==> config.mk <==
export PLATFORM = sky130hd
export DESIGN_NAME = rsc_top
export DESIGN_NICKNAME = d
export VERILOG_FILES = /design/src/logic/rsc_pkg.sv /design/src/logic/rsc_pin_filter.sv /design/src/logic/rsc_top.sv
export VERILOG_INCLUDE_DIRS = /design/src /design/src/logic
export SDC_FILE = /design/constraint.sdc
export NUM_CORES = 1
export LEC_CHECK = 0
export BUFFER_PORTS_ARGS = -buffer_cell sky130_fd_sc_hd__buf_2
export CAP_MARGIN = 15
export CORE_MARGIN = 8
export CORE_UTILIZATION = 35
export CTS_CLUSTER_DIAMETER = 120
export CTS_CLUSTER_SIZE = 40
export DETAILED_ROUTE_END_ITERATION = 16
export PLACE_DENSITY = 0.62
export SYNTH_ARGS = -nofsm -noshare
export SYNTH_HDL_FRONTEND = slang
export SYNTH_SLANG_ARGS = --single-unit
==> constraint.sdc <==
create_clock -name CORE_CLK -period 3.1 [get_ports CORE_CLK]
set_input_delay 0.31 -clock CORE_CLK [delete_from_list [all_inputs] [get_ports CORE_CLK]]
set_output_delay 0.31 -clock CORE_CLK [all_outputs]
set_load 0.02 [all_outputs]
==> src/logic/rsc_regs.svh <==
// register map, field positions, reset values and timing counts
`ifndef RSC_REGS_SVH
`define RSC_REGS_SVH
`define RSC_IDX_WDCLR 10'h086
`define RSC_IDX_CAUSE 10'h090
`define RSC_IDX_SOFT 10'h091
`define RSC_IDX_OPT 10'h092
`define RSC_WD_MAGIC 8'h5A
`define RSC_WD_LAST 8'hFF
`define RSC_WD_ZERO 8'h00
`define RSC_PRE_ZERO 5'h00
`define RSC_PRE_LAST_4 5'h03
`define RSC_PRE_LAST_8 5'h07
`define RSC_PRE_LAST_16 5'h0F
`define RSC_PRE_LAST_32 5'h1F
`define RSC_BIT_LVD 7
`define RSC_BIT_WDT 6
`define RSC_BIT_EXT 5
`define RSC_BIT_SOFT 0
`define RSC_CAUSE_LVD 3'h4
`define RSC_CAUSE_WDT 3'h2
`define RSC_CAUSE_EXT 3'h1
`define RSC_CAUSE_NONE 3'h0
`define RSC_OPT_RST 9'h000
`define RSC_DATA_ZERO 32'h0000_0000
`define RSC_CNT_ZERO 20'h0_0000
`define RSC_WARM_LAST 20'h0_07FF
`define RSC_SLOW_LAST 3'h4
`define RSC_SLOW_ZERO 3'h0
`define RSC_CLK_PERIOD_NS 8
`define RSC_STAB_TIME_NS 4600000
`define RSC_DB_TIME_NS 8000000
`endif

==> src/logic/rsc_pkg.sv <==
// types shared by the reset source controller
package rsc_pkg;
  typedef enum logic [4:0] {
    RSC_ST_RUN = 5'h01,
    RSC_ST_HOLD = 5'h02,
    RSC_ST_STAB = 5'h04,
    RSC_ST_WARM = 5'h08,
    RSC_ST_SLOW = 5'h10
  } rsc_state_t;
  typedef enum logic [1:0] {
    RSC_WD_DIS = 2'h0,
    RSC_WD_ENA = 2'h1,
    RSC_WD_ALW = 2'h2
  } rsc_wd_mode_t;
  typedef enum logic [1:0] {
    RSC_XR_GPIO = 2'h0,
    RSC_XR_DIRECT = 2'h1,
    RSC_XR_FILTER = 2'h2
  } rsc_xr_mode_t;
  typedef enum logic [1:0] {
    RSC_CPU_NORMAL = 2'h0,
    RSC_CPU_IDLE = 2'h1,
    RSC_CPU_STOP = 2'h2
  } rsc_cpu_mode_t;
  typedef enum logic [2:0] {
    RSC_R_NONE = 3'h0,
    RSC_R_WDCLR = 3'h1,
    RSC_R_CAUSE = 3'h2,
    RSC_R_SOFT = 3'h3,
    RSC_R_OPT = 3'h4
  } rsc_reg_t;
  typedef struct packed {
    logic [2:0] clk_src;
    rsc_wd_mode_t wd_mode;
    logic [1:0] wd_div;
    rsc_xr_mode_t xr_mode;
  } rsc_opt_t;
endpackage

==> src/logic/rsc_pin_filter.sv <==
// external reset pin synchroniser and low-level de-bounce filter
`timescale 1ns/1ps
`include "rsc_regs.svh"
module rsc_pin_filter #(
  parameter logic [19:0] DB_LAST = 20'h0_0001
) (
  input logic clk,
  input logic rst_n,
  input logic pin_n,
  output logic low,
  output logic held
);
  logic s1_q;
  logic s2_q;
  logic low_q;
  logic held_q;
  logic [19:0] cnt_q;

  always_ff @(posedge clk) begin
    if (!rst_n) begin
      s1_q <= 1'b1;
      s2_q <= 1'b1;
    end else begin
      s1_q <= pin_n;
      s2_q <= s1_q;
    end
  end

  // any high sample restarts the span, so short glitches never reach held
  always_ff @(posedge clk) begin
    if (!rst_n) begin
      cnt_q <= `RSC_CNT_ZERO;
      held_q <= 1'b0;
      low_q <= 1'b0;
    end else begin
      low_q <= !s2_q;
      if (s2_q) begin
        cnt_q <= `RSC_CNT_ZERO;
        held_q <= 1'b0;
      end else if (cnt_q != DB_LAST) begin
        cnt_q <= cnt_q + 20'h0_0001;
      end else begin
        held_q <= 1'b1;
      end
    end
  end

  assign low = low_q;
  assign held = held_q;
endmodule

==> src/logic/rsc_top.sv <==
// reset source controller: watchdog, reset pin, soft reset, cause flags
//
// Decided for this implementation: the APB register port.
`timescale 1ns/1ps
`include "rsc_regs.svh"
module rsc_top
  import rsc_pkg::*;
#(
  parameter int STAB_CYCLES = (`RSC_STAB_TIME_NS + `RSC_CLK_PERIOD_NS - 1)
                              / `RSC_CLK_PERIOD_NS,
  parameter int DB_CYCLES = (`RSC_DB_TIME_NS + `RSC_CLK_PERIOD_NS - 1)
                            / `RSC_CLK_PERIOD_NS
) (
  input logic CORE_CLK,
  input logic RST_N,
  input logic [11:0] PADDR,
  input logic PSEL,
  input logic PENABLE,
  input logic PWRITE,
  input logic [31:0] PWDATA,
  output logic [31:0] PRDATA,
  output logic PREADY,
  output logic PSLVERR,
  input rsc_opt_t OPTIONS,
  input rsc_cpu_mode_t CPU_MODE,
  input logic SLOW_OSC,
  input logic LOW_VOLT_DET,
  input logic EXT_RST_N,
  output logic SYS_RST_N,
  output logic CLK_SRC_EN,
  output logic [2:0] CLK_SRC_SEL
);
  rsc_state_t state_q;
  rsc_state_t state_d;
  rsc_opt_t opt_q;
  logic [19:0] cnt_q;
  logic [2:0] slow_q;
  logic seq_q;
  logic sys_rst_n_q;
  logic clk_en_q;
  logic [2:0] cause_q;
  logic soft_q;
  logic pend_q;
  logic sw_fire_q;
  logic [4:0] pre_q;
  logic [7:0] wd_q;
  logic wd_exp_q;
  logic pready_q;
  logic pslverr_q;
  logic [31:0] prdata_q;
  logic osc_s1_q;
  logic osc_s2_q;
  logic osc_s3_q;
  logic lvd_s1_q;
  logic lvd_s2_q;
  logic xr_low;
  logic xr_held;
  logic ext_req;
  logic slow_tick;
  logic cnt_en;
  logic acc;
  logic wr;
  logic wd_clr;
  logic soft_wr;
  logic src_active;
  rsc_reg_t sel;

  function automatic rsc_reg_t reg_decode(input logic [11:0] addr);
    if (addr[1:0] != 2'h0) begin
      reg_decode = RSC_R_NONE;
    end else if (addr[11:2] == `RSC_IDX_WDCLR) begin
      reg_decode = RSC_R_WDCLR;
    end else if (addr[11:2] == `RSC_IDX_CAUSE) begin
      reg_decode = RSC_R_CAUSE;
    end else if (addr[11:2] == `RSC_IDX_SOFT) begin
      reg_decode = RSC_R_SOFT;
    end else if (addr[11:2] == `RSC_IDX_OPT) begin
      reg_decode = RSC_R_OPT;
    end else begin
      reg_decode = RSC_R_NONE;
    end
  endfunction

  function automatic logic [4:0] pre_last(input logic [1:0] div);
    case (div)
      2'h0: pre_last = `RSC_PRE_LAST_4;
      2'h1: pre_last = `RSC_PRE_LAST_8;
      2'h2: pre_last = `RSC_PRE_LAST_16;
      default: pre_last = `RSC_PRE_LAST_32;
    endcase
  endfunction

  // pins and the slow oscillator come from outside this clock domain
  always_ff @(posedge CORE_CLK) begin
    if (!RST_N) begin
      osc_s1_q <= 1'b0;
      osc_s2_q <= 1'b0;
      osc_s3_q <= 1'b0;
      lvd_s1_q <= 1'b0;
      lvd_s2_q <= 1'b0;
    end else begin
      osc_s1_q <= SLOW_OSC;
      osc_s2_q <= osc_s1_q;
      osc_s3_q <= osc_s2_q;
      lvd_s1_q <= LOW_VOLT_DET;
      lvd_s2_q <= lvd_s1_q;
    end
  end

  assign slow_tick = osc_s2_q && !osc_s3_q;

  rsc_pin_filter #(
    .DB_LAST(20'(DB_CYCLES - 1))
  ) u_pin (
    .clk(CORE_CLK),
    .rst_n(RST_N),
    .pin_n(EXT_RST_N),
    .low(xr_low),
    .held(xr_held)
  );

  assign ext_req = (opt_q.xr_mode == RSC_XR_DIRECT && xr_low) ||
                   (opt_q.xr_mode == RSC_XR_FILTER && xr_held);
  assign src_active = lvd_s2_q || ext_req;

  // apb: answer in the cycle after setup, no further wait states
  assign sel = reg_decode(PADDR);
  assign acc = PSEL && PENABLE && pready_q;
  assign wr = acc && PWRITE;
  assign wd_clr = wr && sel == RSC_R_WDCLR &&
                  PWDATA[7:0] == `RSC_WD_MAGIC;
  assign soft_wr = wr && sel == RSC_R_SOFT;

  always_ff @(posedge CORE_CLK) begin
    if (!RST_N) begin
      pready_q <= 1'b0;
      pslverr_q <= 1'b0;
      prdata_q <= `RSC_DATA_ZERO;
    end else begin
      pready_q <= PSEL && !PENABLE;
      if (PSEL && !PENABLE) begin
        pslverr_q <= sel == RSC_R_NONE;
        prdata_q <= `RSC_DATA_ZERO;
        if (!PWRITE && sel == RSC_R_CAUSE) begin
          prdata_q[`RSC_BIT_LVD] <= cause_q[2];
          prdata_q[`RSC_BIT_WDT] <= cause_q[1];
          prdata_q[`RSC_BIT_EXT] <= cause_q[0];
        end else if (!PWRITE && sel == RSC_R_SOFT) begin
          prdata_q[`RSC_BIT_SOFT] <= soft_q;
        end else if (!PWRITE && sel == RSC_R_OPT) begin
          prdata_q[8:0] <= opt_q;
        end
      end else if (acc) begin
        pslverr_q <= 1'b0;
      end
    end
  end

  // a first write stays pending across unrelated accesses
  always_ff @(posedge CORE_CLK) begin
    if (!RST_N) begin
      pend_q <= 1'b0;
      sw_fire_q <= 1'b0;
    end else begin
      sw_fire_q <= 1'b0;
      if (state_q != RSC_ST_RUN) begin
        pend_q <= 1'b0;
      end else if (soft_wr && PWDATA[`RSC_BIT_SOFT] && pend_q) begin
        pend_q <= 1'b0;
        sw_fire_q <= 1'b1;
      end else if (soft_wr && PWDATA[`RSC_BIT_SOFT]) begin
        pend_q <= 1'b1;
      end else if (soft_wr) begin
        pend_q <= 1'b0;
      end
    end
  end

  // stop mode still sees the slow oscillator, so always mode keeps going
  always_comb begin
    cnt_en = 1'b0;
    if (state_q == RSC_ST_RUN && slow_tick) begin
      case (opt_q.wd_mode)
        RSC_WD_ALW: cnt_en = 1'b1;
        RSC_WD_ENA: cnt_en = CPU_MODE == RSC_CPU_NORMAL;
        default: cnt_en = 1'b0;
      endcase
    end
  end

  always_ff @(posedge CORE_CLK) begin
    if (!RST_N) begin
      pre_q <= `RSC_PRE_ZERO;
      wd_q <= `RSC_WD_ZERO;
      wd_exp_q <= 1'b0;
    end else begin
      wd_exp_q <= 1'b0;
      if (state_q != RSC_ST_RUN || wd_clr) begin
        pre_q <= `RSC_PRE_ZERO;
        wd_q <= `RSC_WD_ZERO;
      end else if (cnt_en && pre_q == pre_last(opt_q.wd_div)) begin
        pre_q <= `RSC_PRE_ZERO;
        wd_q <= wd_q + 8'h01;
        wd_exp_q <= wd_q == `RSC_WD_LAST;
      end else if (cnt_en) begin
        pre_q <= pre_q + 5'h01;
      end
    end
  end

  always_comb begin
    state_d = state_q;
    case (state_q)
      RSC_ST_RUN: begin
        if (src_active || wd_exp_q || sw_fire_q) begin
          state_d = RSC_ST_HOLD;
        end
      end
      RSC_ST_HOLD: begin
        if (src_active) begin
          state_d = RSC_ST_HOLD;
        end else if (seq_q) begin
          state_d = RSC_ST_STAB;
        end else begin
          state_d = RSC_ST_RUN;
        end
      end
      RSC_ST_STAB: begin
        if (src_active) begin
          state_d = RSC_ST_HOLD;
        end else if (cnt_q == 20'(STAB_CYCLES - 1)) begin
          state_d = RSC_ST_WARM;
        end
      end
      RSC_ST_WARM: begin
        if (src_active) begin
          state_d = RSC_ST_HOLD;
        end else if (cnt_q == `RSC_WARM_LAST) begin
          state_d = RSC_ST_SLOW;
        end
      end
      RSC_ST_SLOW: begin
        if (src_active) begin
          state_d = RSC_ST_HOLD;
        end else if (slow_tick && slow_q == `RSC_SLOW_LAST) begin
          state_d = RSC_ST_RUN;
        end
      end
      default: state_d = RSC_ST_HOLD;
    endcase
  end

  // power-on takes the same path as a low-voltage reset
  always_ff @(posedge CORE_CLK) begin
    if (!RST_N) begin
      state_q <= RSC_ST_STAB;
      cnt_q <= `RSC_CNT_ZERO;
      slow_q <= `RSC_SLOW_ZERO;
      sys_rst_n_q <= 1'b0;
      clk_en_q <= 1'b0;
    end else begin
      state_q <= state_d;
      sys_rst_n_q <= state_d == RSC_ST_RUN;
      clk_en_q <= state_d == RSC_ST_WARM || state_d == RSC_ST_SLOW ||
                  (state_d == RSC_ST_RUN && clk_en_q);
      if (state_d != state_q) begin
        cnt_q <= `RSC_CNT_ZERO;
        slow_q <= `RSC_SLOW_ZERO;
      end else begin
        cnt_q <= cnt_q + 20'h0_0001;
        if (slow_tick) begin
          slow_q <= slow_q + 3'h1;
        end
      end
    end
  end

  // options are taken each time the power-stable wait ends and stay fixed until the next full sequence
  always_ff @(posedge CORE_CLK) begin
    if (!RST_N) begin
      opt_q <= `RSC_OPT_RST;
    end else if (state_q == RSC_ST_STAB && state_d == RSC_ST_WARM) begin
      opt_q <= OPTIONS;
    end
  end

  // cause flags survive the system reset they describe
  always_ff @(posedge CORE_CLK) begin
    if (!RST_N) begin
      cause_q <= `RSC_CAUSE_LVD;
      soft_q <= 1'b0;
      seq_q <= 1'b1;
    end else if (state_q == RSC_ST_RUN && state_d == RSC_ST_HOLD) begin
      soft_q <= 1'b0;
      seq_q <= 1'b1;
      if (lvd_s2_q) begin
        cause_q <= `RSC_CAUSE_LVD;
      end else if (wd_exp_q) begin
        cause_q <= `RSC_CAUSE_WDT;
      end else if (ext_req) begin
        cause_q <= `RSC_CAUSE_EXT;
      end else begin
        cause_q <= `RSC_CAUSE_NONE;
        soft_q <= 1'b1;
        seq_q <= 1'b0;
      end
    end
  end

  assign PRDATA = prdata_q;
  assign PREADY = pready_q;
  assign PSLVERR = pslverr_q;
  assign SYS_RST_N = sys_rst_n_q;
  assign CLK_SRC_EN = clk_en_q;
  assign CLK_SRC_SEL = opt_q.clk_src;
endmodule

==> run_results.csv <==
group,metric,value,unit
status,status,"completed",
critical_path,critical_path.slowest_cell,"or4_1",
synth,synthFlopType,"dfxtp_1",
synth,synth_common_cells,"dfxtp_1 (100), nor2_1 (61), nand2_1 (37)",
timing,fmax,416,MHz
power,p_int,0.00200,W
critical_path,r2r_slack,0.69,ns
timing,hold_violations,0,
placement,io_buffers,54,
synth,yosysWarnings,0,
global_routing,busiest_layer,"met2",
synth,ys_ff_latch,100,
global_routing,grt_overflow,0,
global_routing,grt_pass1_wl,18500,µm
die,die_area,17800,µm²
global_routing,grt_pass1_vias,3946,
clock_tree,ctsResizeCount,0,
synth,synth_top_family_by_area,"simple AND/OR/NAND/NOR gates",
clock_tree,cts_max_level,3,
timing,period_minus_slack,2.41,ns
final_layout,multiInputGateArea,2540,µm²
synth,synth-adder-area-share,0.0207,
synth,async_flop_share,0,
clock_tree,root_buffer,"clkbuf_16",
die,fp.dieW,133,µm
synth,synth_most_common_cell,"dfxtp_1",
critical_path,worstPathArrival,2.70,ns
route,vias,4038,
power,p_leak,1.92,nW
global_routing,grt_antenna_before_repair,0,
placement,dp_hpwl,8270,µm
placement,gp_congestion,0.836,
global_routing,grt_max_degree,26,
synth,synth_top_cell_by_area,"dfxtp_1",
timing,slew_violations,0,
critical_path,startpoint_type,"flop",
synth,synth_cell_types,57,
synth,synthCells,564,
power,switching_share,0.248,
global_routing,grt_usage,0.126,
power,power.density,486,nW/µm²
route,wl_per_cell,13.9,µm
clock_tree,clock_path_buffers,2,
timing,worst_pin_slew,0.653,ns
clock_tree,path_clk_slew,0.07,ns
synth,synthMuxAreaShare,0.0311,
critical_path,cp_cell_sequence,"inv_1 -> ha_1 -> nor3b_1 -> o2111a_1 -> o2111ai_1 -> buf_4 -> or4_1 -> a21oi_1",
run,drv_cap,0,
clock_tree,ctsHoldBuffers,0,
route,drtAntennaViolNets,0,
clock_tree,insertion_delay,0.35,ns
route,routed_wl,11100,µm
die,die_y,133,µm
clock_tree,cts_tree,"done",
timing,setup_tns,0,ns
critical_path,crit_type,"reg -> reg",
route,drc_errors,0,
clock_tree,clock-sinks,100,
critical_path,worst-path-buf-inv,2,
critical_path,cp_max_fo,15,
die,start_util,0.353,
timing,finalCritPeriodShare,0.776,
die,rows,43,
power,finalPower,0.00266,W
min_path,hold_class,"in -> reg",
die,pin_count,102,
clock_tree,cts_made_buffers,9,
synth,avgSynthCellArea,8.56,µm²
final_layout,fillers,1428,
timing,finalSetupViolCount,0,
die,core-area,13700,µm²
critical_path,cp_top_family,"simple AND/OR/NAND/NOR gates",
final_layout,syn_to_final_growth,13.4,%
synth,yosysSeqAreaShare,0.415,
power,seqPwrFrac,0.497,
synth,synth_edf_count,0,
global_routing,use_met1,0.150,
route,avgViaCountPerCell,5.07,
timing,fin_skew,0.0109,ns
synth,synth_area,4830,µm²
route,dr.pass1.iters,4,
synth,synth-simple-area-share,0.284,
power,ir_drop,313,µV
timing,rsz0062_at_grt,"no",
clock_tree,post_cts_buffers,0,
power,p_sw,0.000659,W
synth,synth_area_leaders,"dfxtp_1 (41%), nor2_1 (4.7%), xnor2_1 (4.2%), buf_4 (4.0%), nor3_1 (3.3%)",
synth,synth_compound_area_frac,0.104,
final_layout,regArea,2000,µm²
placement,place_ws,0.721,ns
critical_path,critPathRequiredTime,3.39,ns
timing,worst_slack,0.694,ns
power,clockPowerShare,0.426,
synth,synth_top_area_frac,0.415,
global_routing,use_met3,0.0418,
critical_path,cpPeakStageDelay,0.50,ns
route,dr.first_iter.drc_count,217,
synth,synthXorXnorAreaFrac,0.0690,
final_layout,antenna_cells,0,
power,power_frac_comb,0.077,
final_layout,drive_gt1_frac,0.139,
timing,slew_headroom,0.563,
final_layout,fin_nets,683,
global_routing,met2_usage,0.197,
critical_path,endpoint_kind,"flop",
cell usage in the layout, fill, tap and decap left out, types with 9 or more instances in the layout:
master     synthesis  final
nand3_1           31     31
dfxtp_1          100    100
nor2_1            61     61
conb_1             1     23
mux2i_1           15     15
xnor2_1           23     23
or3_1             10     10
nand4_1           10     10
xor2_1            15     15
buf_2              4     54
nor3_1            32     32
o21ai_0           18     18
inv_1             19     19
a21oi_1           24     24
clkbuf_16          0      9
nand2_1           37     37
stage by stage:
step           area (µm²)  hold WS (ns)  cells  utilization
2_1_floorplan        4910         0.383    586            -
3_3_place_gp         5180         0.396    781        0.379
3_5_place_dp         5180         0.413    781        0.379
4_1_cts              5470         0.123    797        0.400
5_1_grt              5470         0.123    797        0.400
6_report             5470         0.139    797        0.400
per-layer routing:
layer | vias up | part of all wire
li1 | 2041 | -
met1 | 1885 | 0.47
met2 | 99 | 0.46
met3 | 13 | 0.053
met4 | 0 | 0.021
met5 | - | 0
cell type report:
| class | instances | area share |
|---|---|---|
| Inverter | 20 | 0.0137 |
| Timing Repair Buffer | 62 | 0.0604 |
| Clock buffer | 11 | 0.0425 |
| Tap cell | 180 | 0.0412 |
| Clock inverter | 5 | 0.0110 |
| Multi-Input combinational cell | 419 | 0.465 |
| Sequential cell | 100 | 0.366 |
path summary, 6_finish.rpt:
kind / endpoint / startpoint / cells past startpoint
worst min register to register: u_pin.s2_q / u_pin.s1_q / 1
worst min-delay path: u_pin.s1_q / EXT_RST_N / 2
worst max-delay path: wd_q[7] / opt_q[4] / 8
worst max register to register: wd_q[7] / opt_q[4] / 8
worst reg2reg max path: stages, from the launching register on:
cell       delay, ns
dfxtp_1         0.41
inv_1           0.07
ha_1            0.32
nor3b_1         0.20
o2111a_1        0.36
o2111ai_1       0.15
buf_4           0.20
or4_1           0.50
a21oi_1         0.14
registers in the layout, summed over array words and instances (netlist names), 3 cells and up:
register / count
slow_q: 3
state_q: 5
cause_q: 3
wd_q: 8
PRDATA: 9
pre_q: 5
u_pin.cnt_q: 20
opt_q: 6
CLK_SRC_SEL: 3
cnt_q: 20
cells by family after synthesis:
family          after synthesis
mux                          15
fa+ha+maj                     8
flops                       100
xor+xnor                     38
buf+inv                      67
compound gates               79
simple gates                256
other cells                   1
power groups by stage:
stage	registers (W)	clock network (W)	logic, W
3_3_place_gp	0.00135	0	0.000202
5_1_grt	0.00132	0.00121	0.000229
2_1_floorplan	0.00134	0	0.000171
4_1_cts	0.00132	0.00116	0.000207
6_report	0.00132	0.00113	0.000206
3_5_place_dp	0.00135	0	0.000206
(Power assumes the default switching activity.)
